File: config.mk
export PLATFORM = sky130hd
export DESIGN_NAME = ddrcd_top
export DESIGN_NICKNAME = d
export VERILOG_FILES = /design/src/rtl/ddrcd_pkg.sv /design/src/rtl/ddrcd_top.sv /design/src/rtl/ddrcd_fifo.sv /design/src/rtl/ddrcd_lane.sv
export SDC_FILE = /design/constraint.sdc
export NUM_CORES = 1
export LEC_CHECK = 0
export BUFFER_PORTS_ARGS = -buffer_cell sky130_fd_sc_hd__buf_2
export CAP_MARGIN = 20
export CORE_ASPECT_RATIO = 1.25
export CORE_MARGIN = 3
export CORE_UTILIZATION = 35
export DETAILED_ROUTE_END_ITERATION = 8
export GPL_ROUTABILITY_DRIVEN = 0
export SLEW_MARGIN = 20
export SYNTH_ARGS = -nofsm -noshare
export SYNTH_HDL_FRONTEND = slang
export SYNTH_SLANG_ARGS = --single-unit
export TNS_END_PERCENT = 5
File: constraint.sdc
create_clock -name mclk -period 3.8 [get_ports mclk]
set_clock_uncertainty 0.05 [all_clocks]
set_input_delay 1.14 -clock mclk [delete_from_list [all_inputs] [get_ports mclk]]
set_output_delay 1.14 -clock mclk [all_outputs]
set_load 0.02 [all_outputs]
File: src/rtl/ddrcd_pkg.sv
// package for the ddr command decode and clock-enable control block
package ddrcd_pkg;
    // ----
    // sizes
    // ----
    localparam int DDRCD_BANKS = 4;
    localparam int DDRCD_ADDR_W = 13;
    localparam int DDRCD_BA_W = 2;
    localparam int DDRCD_AP_POS = 10;
    localparam int DDRCD_DQ_W = 16;
    localparam int DDRCD_FIFO_DEPTH = 16;
    localparam int DDRCD_REF_ROW_W = 13;
    localparam logic [1:0] DDRCD_BA_BASE_MR = 2'h0;
    localparam logic [1:0] DDRCD_BA_EXT_MR = 2'h1;
    localparam logic [DDRCD_ADDR_W-1:0] DDRCD_MR_RST = 13'h0000;
    localparam logic [DDRCD_BANKS-1:0] DDRCD_OPEN_RST = 4'h0;

    // ----
    // types
    // ----
    typedef enum logic [3:0] {
        DDRCD_CMD_NOP,
        DDRCD_CMD_ACT,
        DDRCD_CMD_RD,
        DDRCD_CMD_WR,
        DDRCD_CMD_BST,
        DDRCD_CMD_PRE,
        DDRCD_CMD_PREA,
        DDRCD_CMD_AREF,
        DDRCD_CMD_SREF,
        DDRCD_CMD_MRS,
        DDRCD_CMD_EXTENDED_MODE_REGISTER_LOAD
    } ddrcd_cmd_t;

    typedef struct packed {
        logic cs_n;
        logic ras_n;
        logic cas_n;
        logic we_n;
        logic [DDRCD_BA_W-1:0] ba;
        logic [DDRCD_ADDR_W-1:0] addr;
    } ddrcd_bus_t;

    typedef struct packed {
        ddrcd_cmd_t cmd;
        logic [DDRCD_BA_W-1:0] bank;
        logic [DDRCD_ADDR_W-1:0] addr;
        logic auto_pre;
    } ddrcd_evt_t;

    typedef struct packed {
        logic [7:0] hi;
        logic [7:0] lo;
        logic upper_byte_write_mask;
        logic lower_byte_write_mask;
    } ddrcd_beat_t;
endpackage : ddrcd_pkg

File: src/rtl/ddrcd_top.sv
// command decoder, bank tracking and clock-enable power-state control
//
// Notes on behaviour
// - commands and address sampled only on the rising clock edge, after two flops.
// - chip select high is deselect; cs low with ras cas we high is no-op.
// - decode activate, read and write; bank lines choose the bank.
// - decode burst terminate, precharge, refresh and mode register set.
// - auto precharge bit high closes the bank after that access only.
// - precharge closes named bank, or all banks when auto precharge bit high.
// - refresh with clock enable high auto refreshes, falling with all banks idle enters self refresh.
// - refresh ignores address and data, uses the internal refresh counter.
// - mode register set chooses base or extended register by bank lines.
// - write mask low lets a beat be written, high blocks it.
// - lower strobe qualifies data bits 7..0, upper strobe bits 15..8.
// - clock enable falling with no-op and all banks idle: precharge power-down.
// - clock enable falling with no-op and a bank open: active power-down.
// - clock enable low twice keeps state; low then high with no-op exits.
// - mode register set with bank lines zero loads and keeps base register.
// - chip select high makes the decoder ignore ras, cas and we.
module ddrcd_top
    import ddrcd_pkg::*;
#(
    parameter int DQ_W = DDRCD_DQ_W,
    parameter int FIFO_DEPTH = DDRCD_FIFO_DEPTH
) (
    input wire logic mclk,
    input wire logic rst,
    input wire logic cke_pin,
    input wire ddrcd_bus_t cmd_pin,
    input wire logic [DQ_W-1:0] dq_i,
    input wire logic lower_byte_write_mask,
    input wire logic upper_byte_write_mask,
    input wire logic wr_beat_valid,
    output logic wr_beat_ready,
    input wire logic [DQ_W-1:0] rd_data,
    input wire logic rd_beat_valid,
    output logic [DQ_W-1:0] dq_o,
    output logic [1:0] dq_oe,
    output logic lower_byte_strobe_o,
    output logic lower_byte_strobe_oe,
    output logic upper_byte_strobe_o,
    output logic upper_byte_strobe_oe,
    output logic [1:0] wr_byte_en,
    output logic [DQ_W-1:0] wr_q,
    output logic wr_q_valid,
    input wire logic wr_q_ready,
    output ddrcd_evt_t evt,
    output logic evt_valid,
    output logic [DDRCD_BANKS-1:0] bank_open,
    output logic [DDRCD_REF_ROW_W-1:0] refresh_row,
    output logic [DDRCD_BA_W-1:0] refresh_bank,
    output logic [DDRCD_ADDR_W-1:0] base_mode,
    output logic [DDRCD_ADDR_W-1:0] ext_mode,
    output logic pwr_precharge_down,
    output logic pwr_active_down,
    output logic pwr_self_refresh
);
    // ----
    // input synchronisers
    // ----
    ddrcd_bus_t cmd_s1_r, cmd_s2_r;
    logic cke_s1_r, cke_s2_r, cke_prev_r;
    logic [DQ_W-1:0] dq_s1_r, dq_s2_r;
    logic [1:0] dm_s1_r, dm_s2_r;
    logic wv_s1_r, wv_s2_r;

    // all command pins sampled together on one edge
    always_ff @(posedge mclk) begin
        if (rst) begin
            cmd_s1_r <= '{cs_n: 1'b1, ras_n: 1'b1, cas_n: 1'b1, we_n: 1'b1, default: '0};
            cmd_s2_r <= '{cs_n: 1'b1, ras_n: 1'b1, cas_n: 1'b1, we_n: 1'b1, default: '0};
            cke_s1_r <= 1'b0;
            cke_s2_r <= 1'b0;
            cke_prev_r <= 1'b0;
            dq_s1_r <= '0;
            dq_s2_r <= '0;
            dm_s1_r <= 2'h3;
            dm_s2_r <= 2'h3;
            wv_s1_r <= 1'b0;
            wv_s2_r <= 1'b0;
        end else begin
            cmd_s1_r <= cmd_pin;
            cmd_s2_r <= cmd_s1_r;
            cke_s1_r <= cke_pin;
            cke_s2_r <= cke_s1_r;
            cke_prev_r <= cke_s2_r;
            dq_s1_r <= dq_i;
            dq_s2_r <= dq_s1_r;
            dm_s1_r <= {upper_byte_write_mask, lower_byte_write_mask};
            dm_s2_r <= dm_s1_r;
            wv_s1_r <= wr_beat_valid;
            wv_s2_r <= wv_s1_r;
        end
    end

    // ----
    // command decode
    // ----
    ddrcd_cmd_t dec;
    logic ap;
    assign ap = cmd_s2_r.addr[DDRCD_AP_POS];

    always_comb begin
        dec = DDRCD_CMD_NOP;
        if (cmd_s2_r.cs_n) begin
            dec = DDRCD_CMD_NOP; // deselect masks ras cas we
        end else begin
            unique case ({cmd_s2_r.ras_n, cmd_s2_r.cas_n, cmd_s2_r.we_n})
                3'b111: dec = DDRCD_CMD_NOP;
                3'b011: dec = DDRCD_CMD_ACT;
                3'b101: dec = DDRCD_CMD_RD;
                3'b100: dec = DDRCD_CMD_WR;
                3'b110: dec = DDRCD_CMD_BST;
                3'b010: dec = ap ? DDRCD_CMD_PREA : DDRCD_CMD_PRE;
                3'b001: dec = cke_s2_r ? DDRCD_CMD_AREF : DDRCD_CMD_SREF;
                3'b000: begin
                    // bank lines pick base or extended register
                    dec = (cmd_s2_r.ba == DDRCD_BA_BASE_MR) ? DDRCD_CMD_MRS : DDRCD_CMD_EXTENDED_MODE_REGISTER_LOAD;
                end
            endcase
        end
    end

    // ----
    // power state
    // ----
    typedef enum logic [1:0] {
        DDRCD_ST_IDLE,
        DDRCD_ST_PPD,
        DDRCD_ST_APD,
        DDRCD_ST_SREF
    } ddrcd_pst_t;

    ddrcd_pst_t pst_r, pst_nxt;
    logic [DDRCD_BANKS-1:0] open_r, open_nxt;
    logic [DDRCD_ADDR_W-1:0] mr_r, mr_nxt, emr_r, emr_nxt;
    logic [DDRCD_REF_ROW_W-1:0] rrow_r, rrow_nxt;
    logic [DDRCD_BA_W-1:0] rbank_r, rbank_nxt;
    ddrcd_evt_t evt_r, evt_nxt;
    logic evt_v_r, evt_v_nxt;
    logic awake, is_nop, all_idle;

    assign is_nop = (dec == DDRCD_CMD_NOP);
    assign all_idle = (open_r == '0);
    // commands act only while running and clock enable high at both edges
    assign awake = (pst_r == DDRCD_ST_IDLE) && cke_prev_r && cke_s2_r;

    always_comb begin
        pst_nxt = pst_r;
        open_nxt = open_r;
        mr_nxt = mr_r;
        emr_nxt = emr_r;
        rrow_nxt = rrow_r;
        rbank_nxt = rbank_r;
        evt_nxt = evt_r;
        evt_v_nxt = 1'b0;
        unique case (pst_r)
            DDRCD_ST_IDLE: begin
                if (cke_prev_r && !cke_s2_r) begin
                    if (is_nop) begin
                        // power-down variant
                        pst_nxt = all_idle ? DDRCD_ST_PPD : DDRCD_ST_APD;
                    end else if (dec == DDRCD_CMD_SREF && all_idle) begin
                        pst_nxt = DDRCD_ST_SREF;
                    end
                end
            end
            DDRCD_ST_PPD, DDRCD_ST_APD, DDRCD_ST_SREF: begin
                // low-low holds; low-high with a no-op leaves
                if (!cke_prev_r && cke_s2_r && is_nop) begin
                    pst_nxt = DDRCD_ST_IDLE;
                end
            end
        endcase
        if (awake && !is_nop) begin
            evt_v_nxt = 1'b1;
            evt_nxt.cmd = dec;
            evt_nxt.bank = cmd_s2_r.ba;
            evt_nxt.addr = cmd_s2_r.addr;
            evt_nxt.auto_pre = 1'b0;
            unique case (dec)
                DDRCD_CMD_ACT: open_nxt[cmd_s2_r.ba] = 1'b1;
                DDRCD_CMD_RD, DDRCD_CMD_WR: begin
                    // auto precharge applies to this access only
                    evt_nxt.auto_pre = ap;
                    if (ap) begin
                        open_nxt[cmd_s2_r.ba] = 1'b0;
                    end
                end
                DDRCD_CMD_PRE: open_nxt[cmd_s2_r.ba] = 1'b0;
                DDRCD_CMD_PREA: begin
                    open_nxt = '0; // bank lines ignored
                    evt_nxt.bank = '0;
                end
                DDRCD_CMD_AREF: begin
                    // counter gives bank and row
                    evt_nxt.bank = rbank_r;
                    evt_nxt.addr = rrow_r;
                    rbank_nxt = rbank_r + DDRCD_BA_W'(1);
                    if (rbank_r == '1) begin
                        rrow_nxt = rrow_r + DDRCD_REF_ROW_W'(1);
                    end
                end
                DDRCD_CMD_MRS: mr_nxt = cmd_s2_r.addr; // held until rewritten
                DDRCD_CMD_EXTENDED_MODE_REGISTER_LOAD: begin
                    if (cmd_s2_r.ba == DDRCD_BA_EXT_MR) begin
                        emr_nxt = cmd_s2_r.addr;
                    end
                end
                default: ;
            endcase
        end else if (pst_r == DDRCD_ST_IDLE && pst_nxt == DDRCD_ST_SREF) begin
            // entry ignores address
            evt_v_nxt = 1'b1;
            evt_nxt.cmd = DDRCD_CMD_SREF;
            evt_nxt.bank = rbank_r;
            evt_nxt.addr = rrow_r;
            evt_nxt.auto_pre = 1'b0;
        end
    end

    always_ff @(posedge mclk) begin
        if (rst) begin
            pst_r <= DDRCD_ST_IDLE;
            open_r <= DDRCD_OPEN_RST;
            mr_r <= DDRCD_MR_RST;
            emr_r <= DDRCD_MR_RST;
            rrow_r <= '0;
            rbank_r <= '0;
            evt_r <= '{cmd: DDRCD_CMD_NOP, default: '0};
            evt_v_r <= 1'b0;
        end else begin
            pst_r <= pst_nxt;
            open_r <= open_nxt;
            mr_r <= mr_nxt;
            emr_r <= emr_nxt;
            rrow_r <= rrow_nxt;
            rbank_r <= rbank_nxt;
            evt_r <= evt_nxt;
            evt_v_r <= evt_v_nxt;
        end
    end

    assign evt = evt_r;
    assign evt_valid = evt_v_r;
    assign bank_open = open_r;
    assign refresh_row = rrow_r;
    assign refresh_bank = rbank_r;
    assign base_mode = mr_r;
    assign ext_mode = emr_r;
    assign pwr_precharge_down = (pst_r == DDRCD_ST_PPD);
    assign pwr_active_down = (pst_r == DDRCD_ST_APD);
    assign pwr_self_refresh = (pst_r == DDRCD_ST_SREF);

    // ----
    // byte lanes and write fifo
    // ----
    logic [1:0] lane_en;
    logic [1:0] lane_stb;
    logic [DQ_W-1:0] lane_q;
    logic lane_push, beat_take;

    // beats taken only with fifo room and not in power-down
    assign beat_take = wv_s2_r && (pst_r == DDRCD_ST_IDLE) && wr_beat_ready;

    genvar g;
    generate
        for (g = 0; g < 2; g++) begin : g_lane
            // lane 0 is bits 7..0, lane 1 bits 15..8
            ddrcd_lane u_lane (
                .mclk(mclk),
                .rst(rst),
                .wr_valid(beat_take),
                .wr_data(dq_s2_r[g*8 +: 8]),
                .wr_mask(dm_s2_r[g]), // high blocks the beat
                .rd_valid(rd_beat_valid && (pst_r == DDRCD_ST_IDLE)),
                .rd_data(rd_data[g*8 +: 8]),
                .wr_en(lane_en[g]),
                .wr_q(lane_q[g*8 +: 8]),
                .dq_o(dq_o[g*8 +: 8]),
                .dq_oe(dq_oe[g]),
                .strobe_o(lane_stb[g])
            );
        end
    endgenerate

    assign lower_byte_strobe_o = lane_stb[0];
    assign upper_byte_strobe_o = lane_stb[1];
    assign lower_byte_strobe_oe = dq_oe[0];
    assign upper_byte_strobe_oe = dq_oe[1];
    // fully masked beats skip the fifo
    assign lane_push = |lane_en;

    ddrcd_fifo #(
        .WIDTH(DQ_W + 2),
        .DEPTH(FIFO_DEPTH)
    ) u_fifo (
        .mclk(mclk),
        .rst(rst),
        .in_valid(lane_push),
        .in_ready(wr_beat_ready),
        .in_data({lane_en, lane_q}),
        .out_valid(wr_q_valid),
        .out_ready(wr_q_ready),
        .out_data({wr_byte_en, wr_q})
    );
endmodule : ddrcd_top

File: src/rtl/ddrcd_fifo.sv
// parameterised flip-flop fifo with valid and ready on both sides
module ddrcd_fifo
    import ddrcd_pkg::*;
#(
    parameter int WIDTH = 8,
    parameter int DEPTH = DDRCD_FIFO_DEPTH
) (
    input wire logic mclk,
    input wire logic rst,
    input wire logic in_valid,
    output logic in_ready,
    input wire logic [WIDTH-1:0] in_data,
    output logic out_valid,
    input wire logic out_ready,
    output logic [WIDTH-1:0] out_data
);
    localparam int AW = $clog2(DEPTH);
    logic [WIDTH-1:0] mem_r [DEPTH];
    logic [WIDTH-1:0] mem_nxt [DEPTH];
    logic [AW-1:0] wp_r, wp_nxt, rp_r, rp_nxt;
    logic [AW:0] cnt_r, cnt_nxt;
    logic push, pop;

    assign in_ready = (cnt_r != (AW+1)'(DEPTH));
    assign out_valid = (cnt_r != '0);
    assign push = in_valid && in_ready;
    assign pop = out_valid && out_ready;
    assign out_data = mem_r[rp_r];

    always_comb begin
        mem_nxt = mem_r;
        wp_nxt = wp_r;
        rp_nxt = rp_r;
        cnt_nxt = cnt_r;
        if (push) begin
            mem_nxt[wp_r] = in_data;
            wp_nxt = (wp_r == AW'(DEPTH - 1)) ? '0 : wp_r + AW'(1);
        end
        if (pop) begin
            rp_nxt = (rp_r == AW'(DEPTH - 1)) ? '0 : rp_r + AW'(1);
        end
        if (push && !pop) begin
            cnt_nxt = cnt_r + (AW+1)'(1);
        end else if (pop && !push) begin
            cnt_nxt = cnt_r - (AW+1)'(1);
        end
    end

    always_ff @(posedge mclk) begin
        if (rst) begin
            wp_r <= '0;
            rp_r <= '0;
            cnt_r <= '0;
        end else begin
            wp_r <= wp_nxt;
            rp_r <= rp_nxt;
            cnt_r <= cnt_nxt;
        end
        mem_r <= mem_nxt;
    end
endmodule : ddrcd_fifo

File: src/rtl/ddrcd_lane.sv
// one byte lane: write-beat masking and read strobe for that lane
module ddrcd_lane (
    input wire logic mclk,
    input wire logic rst,
    input wire logic wr_valid,
    input wire logic [7:0] wr_data,
    input wire logic wr_mask,
    input wire logic rd_valid,
    input wire logic [7:0] rd_data,
    output logic wr_en,
    output logic [7:0] wr_q,
    output logic [7:0] dq_o,
    output logic dq_oe,
    output logic strobe_o
);
    logic wr_en_r, wr_en_nxt, oe_r, oe_nxt, stb_r, stb_nxt;
    logic [7:0] wq_r, wq_nxt, dq_r, dq_nxt;

    always_comb begin
        // a masked beat is dropped; its data is not carried
        wr_en_nxt = wr_valid && !wr_mask;
        wq_nxt = (wr_valid && !wr_mask) ? wr_data : wq_r;
        oe_nxt = rd_valid;
        dq_nxt = rd_valid ? rd_data : dq_r;
        stb_nxt = rd_valid ? !stb_r : 1'b0;
    end

    always_ff @(posedge mclk) begin
        if (rst) begin
            wr_en_r <= 1'b0;
            wq_r <= 8'h00;
            oe_r <= 1'b0;
            dq_r <= 8'h00;
            stb_r <= 1'b0;
        end else begin
            wr_en_r <= wr_en_nxt;
            wq_r <= wq_nxt;
            oe_r <= oe_nxt;
            dq_r <= dq_nxt;
            stb_r <= stb_nxt;
        end
    end

    assign wr_en = wr_en_r;
    assign wr_q = wq_r;
    assign dq_o = dq_r;
    assign dq_oe = oe_r;
    assign strobe_o = stb_r;
endmodule : ddrcd_lane

==> impl_metrics.csv <==
group,metric,value,unit
power,power.density,547,mW/mm^2
power,leakage,0.00776,uW
logic_synthesis,postSynthAreaPerCell,15.0,um^2
detailed_routing,dr.pass1.iters,5,
sta,final-setup-viol-count,0,
final_layout,multi_input_area,0.00555,mm^2
floorplan,die_x,212,um
grt,track_usage,0.157,
grt,grt_max_degree,72,
place,place_inst,2026,
detailed_routing,drtAntennaViolNets,0,
sta,relSlewSlack,0.369,
grt,antenna_found_initial,6,
grt,grt_pass1_wl,67200,um
critical_path,endpoint_kind,"output pin",
logic_synthesis,netlist_area,0.0186,mm^2
place,postPlaceCellArea,0.0203,mm^2
grt,grt-ovfl-total,0,
detailed_routing,wl_per_cell,21.0,um
final_layout,syn2layout_area_growth,18.6,%
final_layout,final_common_cell,"edfxtp_1",
sta,fin_crit,3.73,ns
final_layout,final_cell_mix,"288 x edfxtp_1, 195 x dfxtp_1, 165 x buf_2, 90 x mux4_2, 82 x nor2_1",
clock_network,cts.sinks,485,
floorplan,start_util,0.357,
detailed_routing,wirelength,44500,um
sta,worstMarginPinSlew,0.945,ns
worst_hold_path,hold_depth,1,
clock_network,clk_pin_slew,0.06,ns
logic_synthesis,syn_nets,1308,
critical_path,crit_type,"reg -> out",
detailed_routing,drc,0,
clock_network,cts_hold_buf,0,
logic_synthesis,synth_edf_count,288,
floorplan,io_pins,170,
detailed_routing,dr.first_iter.drc_count,717,
logic_synthesis,synth.ff_latch_count,485,
detailed_routing,vias_per_cell,5.16,
clock_network,htree_levels,2,
critical_path,path_max_fanout,21,
critical_path,crit_required,2.61,ns
job,drv_cap,0,
detailed_routing,vias,10968,
final_layout,nNetsFinal,1489,
power,ir_drop,0.374,mV
clock_network,clk_latency,0.59,ns
clock_network,clock_path_buffers,3,
final_layout,utilization,0.423,
clock_network,cts_tree,"done",
critical_path,reg2reg_depth,10,
floorplan,die_h,263,um
final_layout,drive_gt1_frac,0.297,
place,port_buffers,169,
logic_synthesis,ys_seq_area_frac,0.678,
logic_synthesis,ys.warnings.count,0,
outcome,status,"finished, final reports clean",
clock_network,cts_made_buffers,49,
final_layout,register_area,0.0126,mm^2
critical_path,cp-start-kind,"flip-flop",
worst_hold_path,hold_class,"reg -> reg",
sta,rsz0062_at_grt,"yes",
final_layout,stdcell_count,2125,
logic_synthesis,synth_cells,1237,
floorplan,fp-row-count,93,
logic_synthesis,synth-async-reset-ratio,0,
clock_network,cts_root_buf,"clkbuf_16",
final_layout,nFillCells,4696,
place,hpwl,27900,um
final_layout,finalInstanceArea,0.0220,mm^2
sta,finalCritPeriodShare,0.980,
critical_path,arrival,2.54,ns
sta,fmax,268,MHz
grt,first_global_vias,10982,
logic_synthesis,synth_top_flop_cell,"edfxtp_1",
sta,hold_viol,0,
floorplan,core-area,0.0520,mm^2
sta,slew_violations,0,
floorplan,die-area,0.0559,mm^2
logic_synthesis,synth_cell_types,66,
==> layout make-up <==
cell class              count  share of cell area
multi-input cells         642               0.252
clock buffers              63              0.0608
clock inverters            26              0.0135
repair buffers            214              0.0585
inverters                  26             0.00443
flip-flops and latches    485               0.572
diodes                      4            0.000455
well taps                 665              0.0378
==> flip-flops by register name, indices dropped and copies added (netlist names), 5 cells and up <==
name                count
g_lane.u_lane.dq_o     16
dq_s2_r                16
refresh_row            13
cmd_s2_r               18
cmd_s1_r               19
ext_mode               13
base_mode              13
u_fifo.mem_r          288
dq_s1_r                16
evt                    20
g_lane.u_lane.wr_q     16
u_fifo.cnt_r            5
==> cell families after synthesis <==
| group | Yosys count | share of synthesized area |
|---|---|---|
| adder cells (fa/ha/maj) | 12 | 0.00849 |
| buffers and inverters | 110 | 0.0254 |
| AND/OR/NAND/NOR | 316 | 0.0871 |
| AO/OA/AOI/OAI | 172 | 0.0637 |
| XOR/XNOR | 6 | 0.00283 |
| flip-flops | 485 | 0.678 |
| multiplexers | 136 | 0.134 |
==> path summary, 6_finish.rpt <==
path,startpoint,end,slack [ns]
max reg2reg,u_fifo.cnt_r[0],u_fifo.cnt_r[4],0.76
max,u_fifo.rp_r[0],wr_q[13],0.07
min,dm_s1_r[0],dm_s2_r[0],0.35
min reg2reg,dm_s1_r[0],dm_s2_r[0],0.35
==> per-layer routing <==
layer | global-route usage | vias to the layer above | part of all wire
li1 | - | 5069 | -
met2 | 0.270 | 337 | 0.51
met4 | 0.0511 | 2 | 0.029
met3 | 0.0418 | 81 | 0.068
met1 | 0.191 | 5479 | 0.40
met5 | 0 | - | 0.00016
==> timing repair <==
item                       4_1_cts  5_1_grt
resized for setup                3        5
gates cloned                     0        1
pin swaps                        0        0
setup buffers                    0        5
setup endpoints to repair       14       16
==> synthesized netlist by cell type, types with 7 or more instances <==
cell | instances | area [um^2]
mux4_2 | 90 | 2030
o311ai_0 | 20 | 175
a31oi_1 | 20 | 125
nand2_1 | 56 | 210
nand4_1 | 9 | 56.3
nand3_1 | 21 | 105
inv_1 | 26 | 97.6
nor3_1 | 11 | 55.1
nor2b_1 | 69 | 432
or2_2 | 19 | 119
buf_2 | 16 | 80.1
clkbuf_1 | 52 | 195
ha_1 | 11 | 138
and2_1 | 7 | 43.8
buf_1 | 7 | 26.3
edfxtp_1 | 288 | 8650
nor2_1 | 94 | 353
dfxtp_1 | 197 | 3940
o21ai_0 | 29 | 145
a41oi_1 | 15 | 131
a21oi_1 | 42 | 210
mux2i_1 | 44 | 440
==> per-stage QoR <==
step                      setup TNS [ns]  setup WS (ns)  hold slack (ns)  power [uW]
after floorplan                        0          0.527            0.339        6860
after global placement                 0          0.589            0.342        7190
after detailed placement               0          0.564            0.344        7220
after CTS                         -0.779        -0.0792            0.361       12200
after global routing             -0.0996        -0.0238            0.370       12500
final                                  0         0.0744            0.354       12000
==> where the power goes <==
group          total (uW)  internal (uW)  leakage (uW)  switching, uW
logic                1490            795       0.00265            691
clock network        4880           2850      0.000804           2030
registers            5680           5600       0.00431           83.4
total               12000           9240       0.00776           2810
==> critical path: stages, from the launching register on <==
cell     delay, ns
dfxtp_4       0.49
buf_12        0.23
mux4_2        0.53
mux4_2        0.52
buf_6         0.16
No activity file was read; power rests on OpenSTA's default activity.
